`config.mk`:
```
export PLATFORM = sky130hd
export DESIGN_NAME = spg_top
export DESIGN_NICKNAME = d
export VERILOG_FILES = /design/src/hdl/spg_pkg.sv /design/src/hdl/spg_lfsr_step.sv /design/src/hdl/spg_top.sv
export SDC_FILE = /design/constraint.sdc
export NUM_CORES = 1
export LEC_CHECK = 0
export ABC_AREA = 0
export BUFFER_PORTS_ARGS = -buffer_cell sky130_fd_sc_hd__buf_2
export CAP_MARGIN = 20
export CORE_MARGIN = 8
export CORE_UTILIZATION = 55
export CTS_CLUSTER_DIAMETER = 120
export DETAILED_ROUTE_END_ITERATION = 10
export GPL_ROUTABILITY_DRIVEN = 0
export GPL_TIMING_DRIVEN = 0
export PLACE_DENSITY = 0.85
export SLEW_MARGIN = 15
export SYNTH_ARGS = -nofsm -noshare
export SYNTH_HDL_FRONTEND = slang
export SYNTH_SLANG_ARGS = --single-unit
export TNS_END_PERCENT = 30
```
`constraint.sdc`:
```
create_clock -name clk_in -period 4.45 [get_ports clk_in]
set_clock_uncertainty 0.2 [all_clocks]
set_input_delay 0.2225 -clock clk_in [delete_from_list [all_inputs] [get_ports clk_in]]
set_output_delay 0.2225 -clock clk_in [all_outputs]
set_load 0.03 [all_outputs]
```
`src/hdl/spg_pkg.sv`:
```
// Constants and types for the serial pattern generator and verifier.
// Assumes one parallel clock per channel; no register bus.
// Overview of operation
// - Generate pattern at 8 or 10 bits
// - Fixed 1111100000 only at 10, unchecked
// - Loopback feeds generator output to verifier
// - Complete flag after alignment and full cycle
// - Complete flag holds until receive reset
// - Error flag held at least three cycles
// - Error clears after clean following sequence
// - Transmit and receive resets act separately
// - Receive side shares clk_in with transmit side, unbonded
package spg_pkg;
   // Pattern selection
   typedef enum logic [1:0] {SPG_PAT_PRBS7 = 2'h0, SPG_PAT_LOWF = 2'h1, SPG_PAT_OFF = 2'h2} spg_pat_t;
   // Verifier states, Gray along the usual path
   typedef enum logic [1:0] {SPG_V_ALIGN = 2'h0, SPG_V_SEED = 2'h1, SPG_V_CYCLE = 2'h3, SPG_V_RUN = 2'h2} spg_vst_t;
   localparam int SPG_LFSR_W = 7;
   localparam logic [6:0] SPG_LFSR_SEED = 7'h7F;
   localparam logic [9:0] SPG_LOWF_WORD = 10'h3E0;
   localparam logic [6:0] SPG_PRBS_PERIOD = 7'h7F;
   localparam logic [1:0] SPG_ERR_HOLD = 2'h3;
   localparam logic [6:0] SPG_SEED_BITS = 7'h07;
endpackage

```
`src/hdl/spg_lfsr_step.sv`:
```
// PRBS7 word stepper: advances a seven-bit register by eight or ten bits.
// Assumes purely combinational use inside the generator and verifier.
`timescale 1ns/1ps
`default_nettype none
module spg_lfsr_step
(
   input wire logic [6:0] state_in,
   input wire logic wide_in,
   output logic [6:0] state_out,
   output logic [9:0] word_out
);
   // Serial unroll, x^7+x^6+1, first bit in word bit 0
   always_comb
   begin
      logic [6:0] s;
      s = state_in;
      word_out = 10'h000;
      for (int i = 0; i < 10; i++)
      begin
         if (i < 8 || wide_in)
         begin
            word_out[i] = s[6] ^ s[5];
            s = {s[5:0], s[6] ^ s[5]};
         end
      end
      state_out = s;
   end
endmodule
`default_nettype wire

```
`src/hdl/spg_top.sv`:
```
// Pattern generator and verifier for one transceiver channel.
// Assumes rx side words on the same clock as the transmit side (clk_in) with alignment given.
`timescale 1ns/1ps
`default_nettype none
module spg_top
(
   input wire logic clk_in,
   input wire logic rst_in,
   input wire logic tx_logic_reset_in,
   input wire logic rx_logic_reset_in,
   input wire logic wide_in,
   input wire logic [1:0] pattern_sel_in,
   input wire logic loopback_in,
   input wire logic aligned_in,
   input wire logic [9:0] rx_data_in,
   output logic [9:0] tx_data_out,
   output logic verify_complete_flag_out,
   output logic verify_error_flag_out
);
   // Generator state
   logic [6:0] gen_lfsr, next_gen_lfsr;
   logic [9:0] tx_word, next_tx_word;
   logic [6:0] gen_nstate;
   logic [9:0] gen_word;
   // Verifier state
   spg_pkg::spg_vst_t vst, next_vst;
   logic [6:0] chk_lfsr, next_chk_lfsr;
   logic [6:0] cyc_cnt, next_cyc_cnt;
   logic [1:0] hold_cnt, next_hold_cnt;
   logic done, next_done;
   logic err, next_err;
   logic [6:0] chk_nstate;
   logic [9:0] chk_word;
   logic [9:0] rx_word;
   logic [9:0] mask;
   logic prbs_sel;

   // Newest seven received bits into predictor order; the shift register's
   // bit 0 holds the latest bit, so the word's top bits are reversed
   function automatic logic [6:0] spg_seed(input logic [9:0] word, input logic wide);
      logic [6:0] s;
      for (int i = 0; i < 7; i++)
      begin
         s[i] = wide ? word[9 - i] : word[7 - i];
      end
      return s;
   endfunction

   assign prbs_sel = (pattern_sel_in == spg_pkg::SPG_PAT_PRBS7);
   // Width mask for compare
   assign mask = wide_in ? 10'h3FF : 10'h0FF;
   // Loopback selects generated word as receive input
   assign rx_word = (loopback_in ? tx_word : rx_data_in) & mask;

   spg_lfsr_step u_gen_step
   (
      .state_in(gen_lfsr),
      .wide_in(wide_in),
      .state_out(gen_nstate),
      .word_out(gen_word)
   );

   spg_lfsr_step u_chk_step
   (
      .state_in(chk_lfsr),
      .wide_in(wide_in),
      .state_out(chk_nstate),
      .word_out(chk_word)
   );

   // Generator next values
   always_comb
   begin
      next_gen_lfsr = gen_lfsr;
      next_tx_word = 10'h000;
      if (tx_logic_reset_in)
      begin
         next_gen_lfsr = spg_pkg::SPG_LFSR_SEED;
      end
      else if (prbs_sel)
      begin
         next_gen_lfsr = gen_nstate;
         next_tx_word = gen_word & mask;
      end
      else if (pattern_sel_in == spg_pkg::SPG_PAT_LOWF && wide_in)
      begin
         // Fixed word only at ten bits; no check path
         next_tx_word = spg_pkg::SPG_LOWF_WORD;
      end
   end

   // Generator registers
   always_ff @(posedge clk_in)
   begin
      if (rst_in)
      begin
         gen_lfsr <= spg_pkg::SPG_LFSR_SEED;
         tx_word <= 10'h000;
      end
      else
      begin
         gen_lfsr <= next_gen_lfsr;
         tx_word <= next_tx_word;
      end
   end

   // Verifier next values; self-seeds from received bits
   always_comb
   begin
      next_vst = vst;
      next_chk_lfsr = chk_lfsr;
      next_cyc_cnt = cyc_cnt;
      next_hold_cnt = hold_cnt;
      next_done = done;
      next_err = err;
      if (rx_logic_reset_in || !prbs_sel)
      begin
         next_vst = spg_pkg::SPG_V_ALIGN;
         next_cyc_cnt = 7'h00;
         next_hold_cnt = 2'h0;
         next_err = 1'b0;
         if (rx_logic_reset_in)
         begin
            next_done = 1'b0;
         end
      end
      else
      begin
         case (vst)
            spg_pkg::SPG_V_ALIGN:
            begin
               // Wait for word boundary
               if (aligned_in)
               begin
                  next_vst = spg_pkg::SPG_V_SEED;
               end
            end
            spg_pkg::SPG_V_SEED:
            begin
               // Load last seven received bits as predictor state
               next_chk_lfsr = spg_seed(rx_word, wide_in);
               next_cyc_cnt = 7'h00;
               next_vst = spg_pkg::SPG_V_CYCLE;
            end
            spg_pkg::SPG_V_CYCLE:
            begin
               // Count one full period of clean words
               next_chk_lfsr = chk_nstate;
               if ((chk_word & mask) != rx_word)
               begin
                  next_vst = spg_pkg::SPG_V_SEED;
               end
               else if (cyc_cnt == spg_pkg::SPG_PRBS_PERIOD - 7'h01)
               begin
                  next_done = 1'b1;
                  next_cyc_cnt = 7'h00;
                  next_vst = spg_pkg::SPG_V_RUN;
               end
               else
               begin
                  next_cyc_cnt = cyc_cnt + 7'h01;
               end
            end
            default:
            begin
               // Running check after completion
               next_chk_lfsr = chk_nstate;
               next_cyc_cnt = (cyc_cnt == spg_pkg::SPG_PRBS_PERIOD - 7'h01) ? 7'h00 : cyc_cnt + 7'h01;
               if (hold_cnt != 2'h0)
               begin
                  next_hold_cnt = hold_cnt - 2'h1;
               end
               if ((chk_word & mask) != rx_word)
               begin
                  next_err = 1'b1;
                  next_hold_cnt = spg_pkg::SPG_ERR_HOLD - 2'h1;
                  next_cyc_cnt = 7'h00;
               end
               else if (err && hold_cnt == 2'h0 && cyc_cnt == spg_pkg::SPG_PRBS_PERIOD - 7'h01)
               begin
                  next_err = 1'b0;
               end
            end
         endcase
      end
   end

   // Verifier registers on clk_in, the same clock as the generator registers
   always_ff @(posedge clk_in)
   begin
      if (rst_in)
      begin
         vst <= spg_pkg::SPG_V_ALIGN;
         chk_lfsr <= spg_pkg::SPG_LFSR_SEED;
         cyc_cnt <= 7'h00;
         hold_cnt <= 2'h0;
         done <= 1'b0;
         err <= 1'b0;
      end
      else
      begin
         vst <= next_vst;
         chk_lfsr <= next_chk_lfsr;
         cyc_cnt <= next_cyc_cnt;
         hold_cnt <= next_hold_cnt;
         done <= next_done;
         err <= next_err;
      end
   end

   assign tx_data_out = tx_word;
   assign verify_complete_flag_out = done;
   assign verify_error_flag_out = err;

   // Error minimum hold counter
   logic [1:0] err_age;
   always_ff @(posedge clk_in)
   begin
      if (rst_in)
      begin
         err_age <= 2'h0;
      end
      else if (!err)
      begin
         err_age <= 2'h0;
      end
      else if (err_age != 2'h3)
      begin
         err_age <= err_age + 2'h1;
      end
   end

   AST_DONE_STICKY: assert property (@(posedge clk_in) disable iff (rst_in)
      done && !rx_logic_reset_in |=> done)
      else $error("complete flag dropped without reset");
   AST_DONE_RST: assert property (@(posedge clk_in) disable iff (rst_in)
      rx_logic_reset_in |=> !done && !err)
      else $error("receive reset did not clear flags");
   AST_ERR_AFTER_DONE: assert property (@(posedge clk_in) disable iff (rst_in)
      err |-> done)
      else $error("error flag before complete");
   AST_ERR_HOLD: assert property (@(posedge clk_in) disable iff (rst_in)
      $fell(err) && !$past(rx_logic_reset_in) && $past(prbs_sel) |-> $past(err_age) >= 2'h2)
      else $error("error flag shorter than three cycles");
   AST_DONE_NEEDS_CYCLE: assert property (@(posedge clk_in) disable iff (rst_in)
      $rose(done) |-> $past(vst) == spg_pkg::SPG_V_CYCLE)
      else $error("complete without full cycle");
   AST_TX_RESET: assert property (@(posedge clk_in) disable iff (rst_in)
      tx_logic_reset_in |=> tx_word == 10'h000 && gen_lfsr == spg_pkg::SPG_LFSR_SEED)
      else $error("generator not reset");
   AST_LOWF: assert property (@(posedge clk_in) disable iff (rst_in)
      !tx_logic_reset_in && pattern_sel_in == spg_pkg::SPG_PAT_LOWF && wide_in
      |=> tx_word == spg_pkg::SPG_LOWF_WORD && !err)
      else $error("low frequency word wrong");
   AST_NARROW: assert property (@(posedge clk_in) disable iff (rst_in)
      !wide_in |=> tx_word[9:8] == 2'h0 || $past(wide_in, 2))
      else $error("narrow width drove upper bits");
   AST_RESYNC: assert property (@(posedge clk_in) disable iff (rst_in)
      rx_logic_reset_in |=> vst == spg_pkg::SPG_V_ALIGN)
      else $error("receive reset did not restart sync");

   COV_DONE: cover property (@(posedge clk_in) disable iff (rst_in) $rose(done));
   COV_ERR: cover property (@(posedge clk_in) disable iff (rst_in) $rose(err));
   COV_ERR_CLR: cover property (@(posedge clk_in) disable iff (rst_in) $fell(err) && done);
   COV_LOOP: cover property (@(posedge clk_in) disable iff (rst_in) loopback_in && done);
endmodule
`default_nettype wire

```
==> results.md <==
* Status: complete, no violations
* Reg2reg path depth at 8
* Clock power frac at between 30 and 40%
* Total Nets Final at 320
* # DRC at 0
* Top delay family on crit path: simple AND/OR/NAND/NOR gates
* Slew margin rel. at 60.99%
* Ant. Diodes at 0
* Minimum clock period at 2.276 ns
* Clk Latency, worst-skew pair at 0.29 ns
* Total area of sequential cells at roughly 740 sq um
* Initial Util at 56.23%
* Setup TNS at 0 ns
* Arrival time worst endpoint at 2.26 ns
* Synthesized Nets at 284
* Max Fclk at 439.3 MHz
* Global route total overflow at 0
* Post-CTS resize count at 0
* Vias at between 1500 and 2000
* Cells after synthesis at 262
* Register area share after synthesis at about a third
* First-pass GRT wire length at 8.700 mm
* Routed Antenna Nets at 0
* Max-cap violation count at 0
* Sequential share of power at 51.2%
* Largest net degree at the start of global routing at 11
* Area grow syn2layout at 13.36%
* Placed cells at 341
* Tcrit/Tclk final at 51.15%
* CTS tree: built
* CTS max path bufs at 2
* Synth warn at 0
* Worst Setup SP: chk_lfsr[3]
* Leak at a little over 0.001 uW
* EDFF count, synth at 0
* Syn_area_per_cell at 8.400 sq um
* Layout Cells excl Fill at approximately 350
* Final Hold Viols at 0
* Async SR Flop Fraction at 0%
* P_int at 493.0 uW
* Pwr/cell area at ~270 nW/um^2
* Io pins at 31
* 1st-pass router iterations at 4
* CP Buf/Inv Count at 2
* Vias in the first global route at 1895
* WL/cell at 14.67 microns
* Die Ht at between 70 and 80 microns
* Reg2Reg Setup Slack at between 2 and 2.5 ns
* RSZ-0062 raised after global routing: false
* Cell Chain, Critical Path: clkbuf_2 -> xnor2_1 -> xor2_1 -> nor4_4 -> a41oi_1 -> and2_1 -> buf_2 -> a21o_1
* Share of layout cells above drive strength 1 at 18.12%
* Hold slack at 0.02977 ns
* Final setup violation count at 0
* Yosys reg bits at 37
* Hold Crit Start: rx_logic_reset_in
* Hold Path End: verify_complete_flag_out
* Multi-input gate area at 1344 sq um
* Post-CTS Setup Bufs at 0
* Worst-path clk slew at about 0.07 ns
* Detail Placement HPWL at 3.874 mm
* Setup crit end kind: flop
* Worst path max stage delay at 0.36 ns
* Chip Width at 79.26 microns
* Mapped cell area at ~2200 sq um
* Fin util at 63.75%
* Routed WL at ~5.1 mm
* Hold path cells at 3
* Combinational group share of total power at 13.1%
* Core ar. at about 3900 sq um
* Slowest CP cell: nor4_4
* R2r startpoint: chk_lfsr[3]
* Hold buffers post-CTS at 0
* Synth cell types at 45
* Dpl ws at 2.178 ns
* H-Tree Depth at 2
* Startpoint type of the worst setup path: flop
* Critical Path Fanout Max at 7
* Sw Pwr at 168.7 uW
* Starting DRT DRC Count at 129
* Ys flop type: dfxtp_1
* Kind of critical path: flop to flop
* Clk root buf: clkbuf_8
* DR vias/cell at 5.586
* Die area at 6281 sq um
* Row count at 23
* Worst Tran Pin Value at 0.5830 ns
* WP data required at 4.43 ns
* Sw frac at 25.49%
* Hold crit path type: primary input to flop
* Reg-to-Reg End: cyc_cnt[6]
* Setup ws final at 2.174 ns
* Filler cells at 343
* Antenna violations before repair at 0
* Fin. max-slew vios at 0
* PortBufs at 29
* Clk sink count at 37
* GRT Util Overall at 17.04%
* Maximum VDD drop at 228.6 uV
* Cts bufs inserted at 5
-- state kept, by name, summed over array words and instances (netlist names) --
name / cells
tx_data_out: 10
verify_error_flag_out: 1
vst: 2
gen_lfsr: 7
hold_cnt: 2
cyc_cnt: 7
chk_lfsr: 7
verify_complete_flag_out: 1
-- synth_stat cells, types with 6 or more instances --
master,n,area [sq um]
xor2_1,14,122.6
a21oi_1,8,40.04
nand3_1,9,45.04
nor3_1,8,40.04
nand2_1,30,112.6
dfxtp_1,37,740.7
a21o_1,6,45.04
clkbuf_1,9,33.78
mux2i_1,12,120.1
o21ai_0,10,50.05
inv_1,7,26.28
xnor2_1,19,166.4
nor2_1,29,108.9
a211oi_1,7,52.55
a211o_1,7,61.31
-- kinds of logic after synthesis --
logic type                 Yosys count  synth area share (%)
xor gates and xnor gates            34                 13.87
muxes                               16                 9.039
adders and majority gates            3                 1.706
AOI/OAI and AO/OA                   51                 15.81
and+or+nand+nor                     96                 20.64
DFF                                 37                 33.66
buffers and inverters               25                 5.287
-- worst reg2reg max path, stage by stage (launching register included) --
cell	delay [ns]
dfxtp_1	0.30
clkbuf_2	0.17
xnor2_1	0.27
xor2_1	0.14
nor4_4	0.36
a41oi_1	0.20
and2_1	0.19
buf_2	0.16
a21o_1	0.18
-- final cells by class --
| type | count | area share [%] |
|---|---|---|
| buffer | 17 | 3.460 |
| clock buffer | 7 | 3.460 |
| inverter | 8 | 1.204 |
| multi-input combinational | 200 | 53.86 |
| sequential | 37 | 29.69 |
| tap | 50 | 2.508 |
| timing repair buffer | 29 | 5.817 |
-- per-layer routing --
metal / routed length [microns] / up-vias / track usage (%)
met5: 0 / - / 0
met1: 2174 / 894 / 20.11
li1: - / 969 / -
met2: 2555 / 66 / 28.51
met3: 244 / 15 / 4.289
met4: 131 / 0 / 7.407
-- cells in the final DEF (no fill, tap or decap), types with 4 or more instances in the layout --
master,synthesis,final
dfxtp_1,37,37
buf_2,4,33
nand2_1,30,30
nor2_1,29,29
xnor2_1,19,19
xor2_1,14,14
mux2i_1,12,12
clkbuf_1,9,10
o21ai_0,10,10
nand3_1,9,9
nor3_1,8,8
a21oi_1,8,8
inv_1,7,7
a211oi_1,7,7
a211o_1,7,7
a21o_1,6,6
clkbuf_8,0,6
o211ai_1,4,4
-- through the flow --
| step | cell area [sq um] | total power, uW |
|---|---|---|
| after floorplan | 2201 | 406.9 |
| after global placement | 2409 | 429.3 |
| after detailed placement | 2409 | 431.1 |
| after CTS | 2495 | 665.1 |
| after global routing | 2495 | 690.5 |
| final | 2495 | 661.7 |
-- how the worst max path moves through the flow --
| stage | to | slack [ns] | cells after the start |
|---|---|---|---|
| finish | cyc_cnt[6] | 2.17 | 8 |
| global route | cyc_cnt[6] | 1.98 | 8 |
| CTS | cyc_cnt[6] | 2.18 | 8 |
| detailed placement | cyc_cnt[6] | 2.18 | 8 |
| global placement | cyc_cnt[4] | 2.24 | 8 |
| floorplan | cyc_cnt[0] | 2.39 | 7 |
-- power by group through the flow --
stage,registers (uW),clock network (uW),logic [uW]
after floorplan,349,0,58.2
after global placement,346,0,83.3
after detailed placement,346,0,84.8
after CTS,339,241,85.7
after global routing,339,257,94.6
final,339,236,86.7
Note: power is estimated with default switching activity, not from simulation.
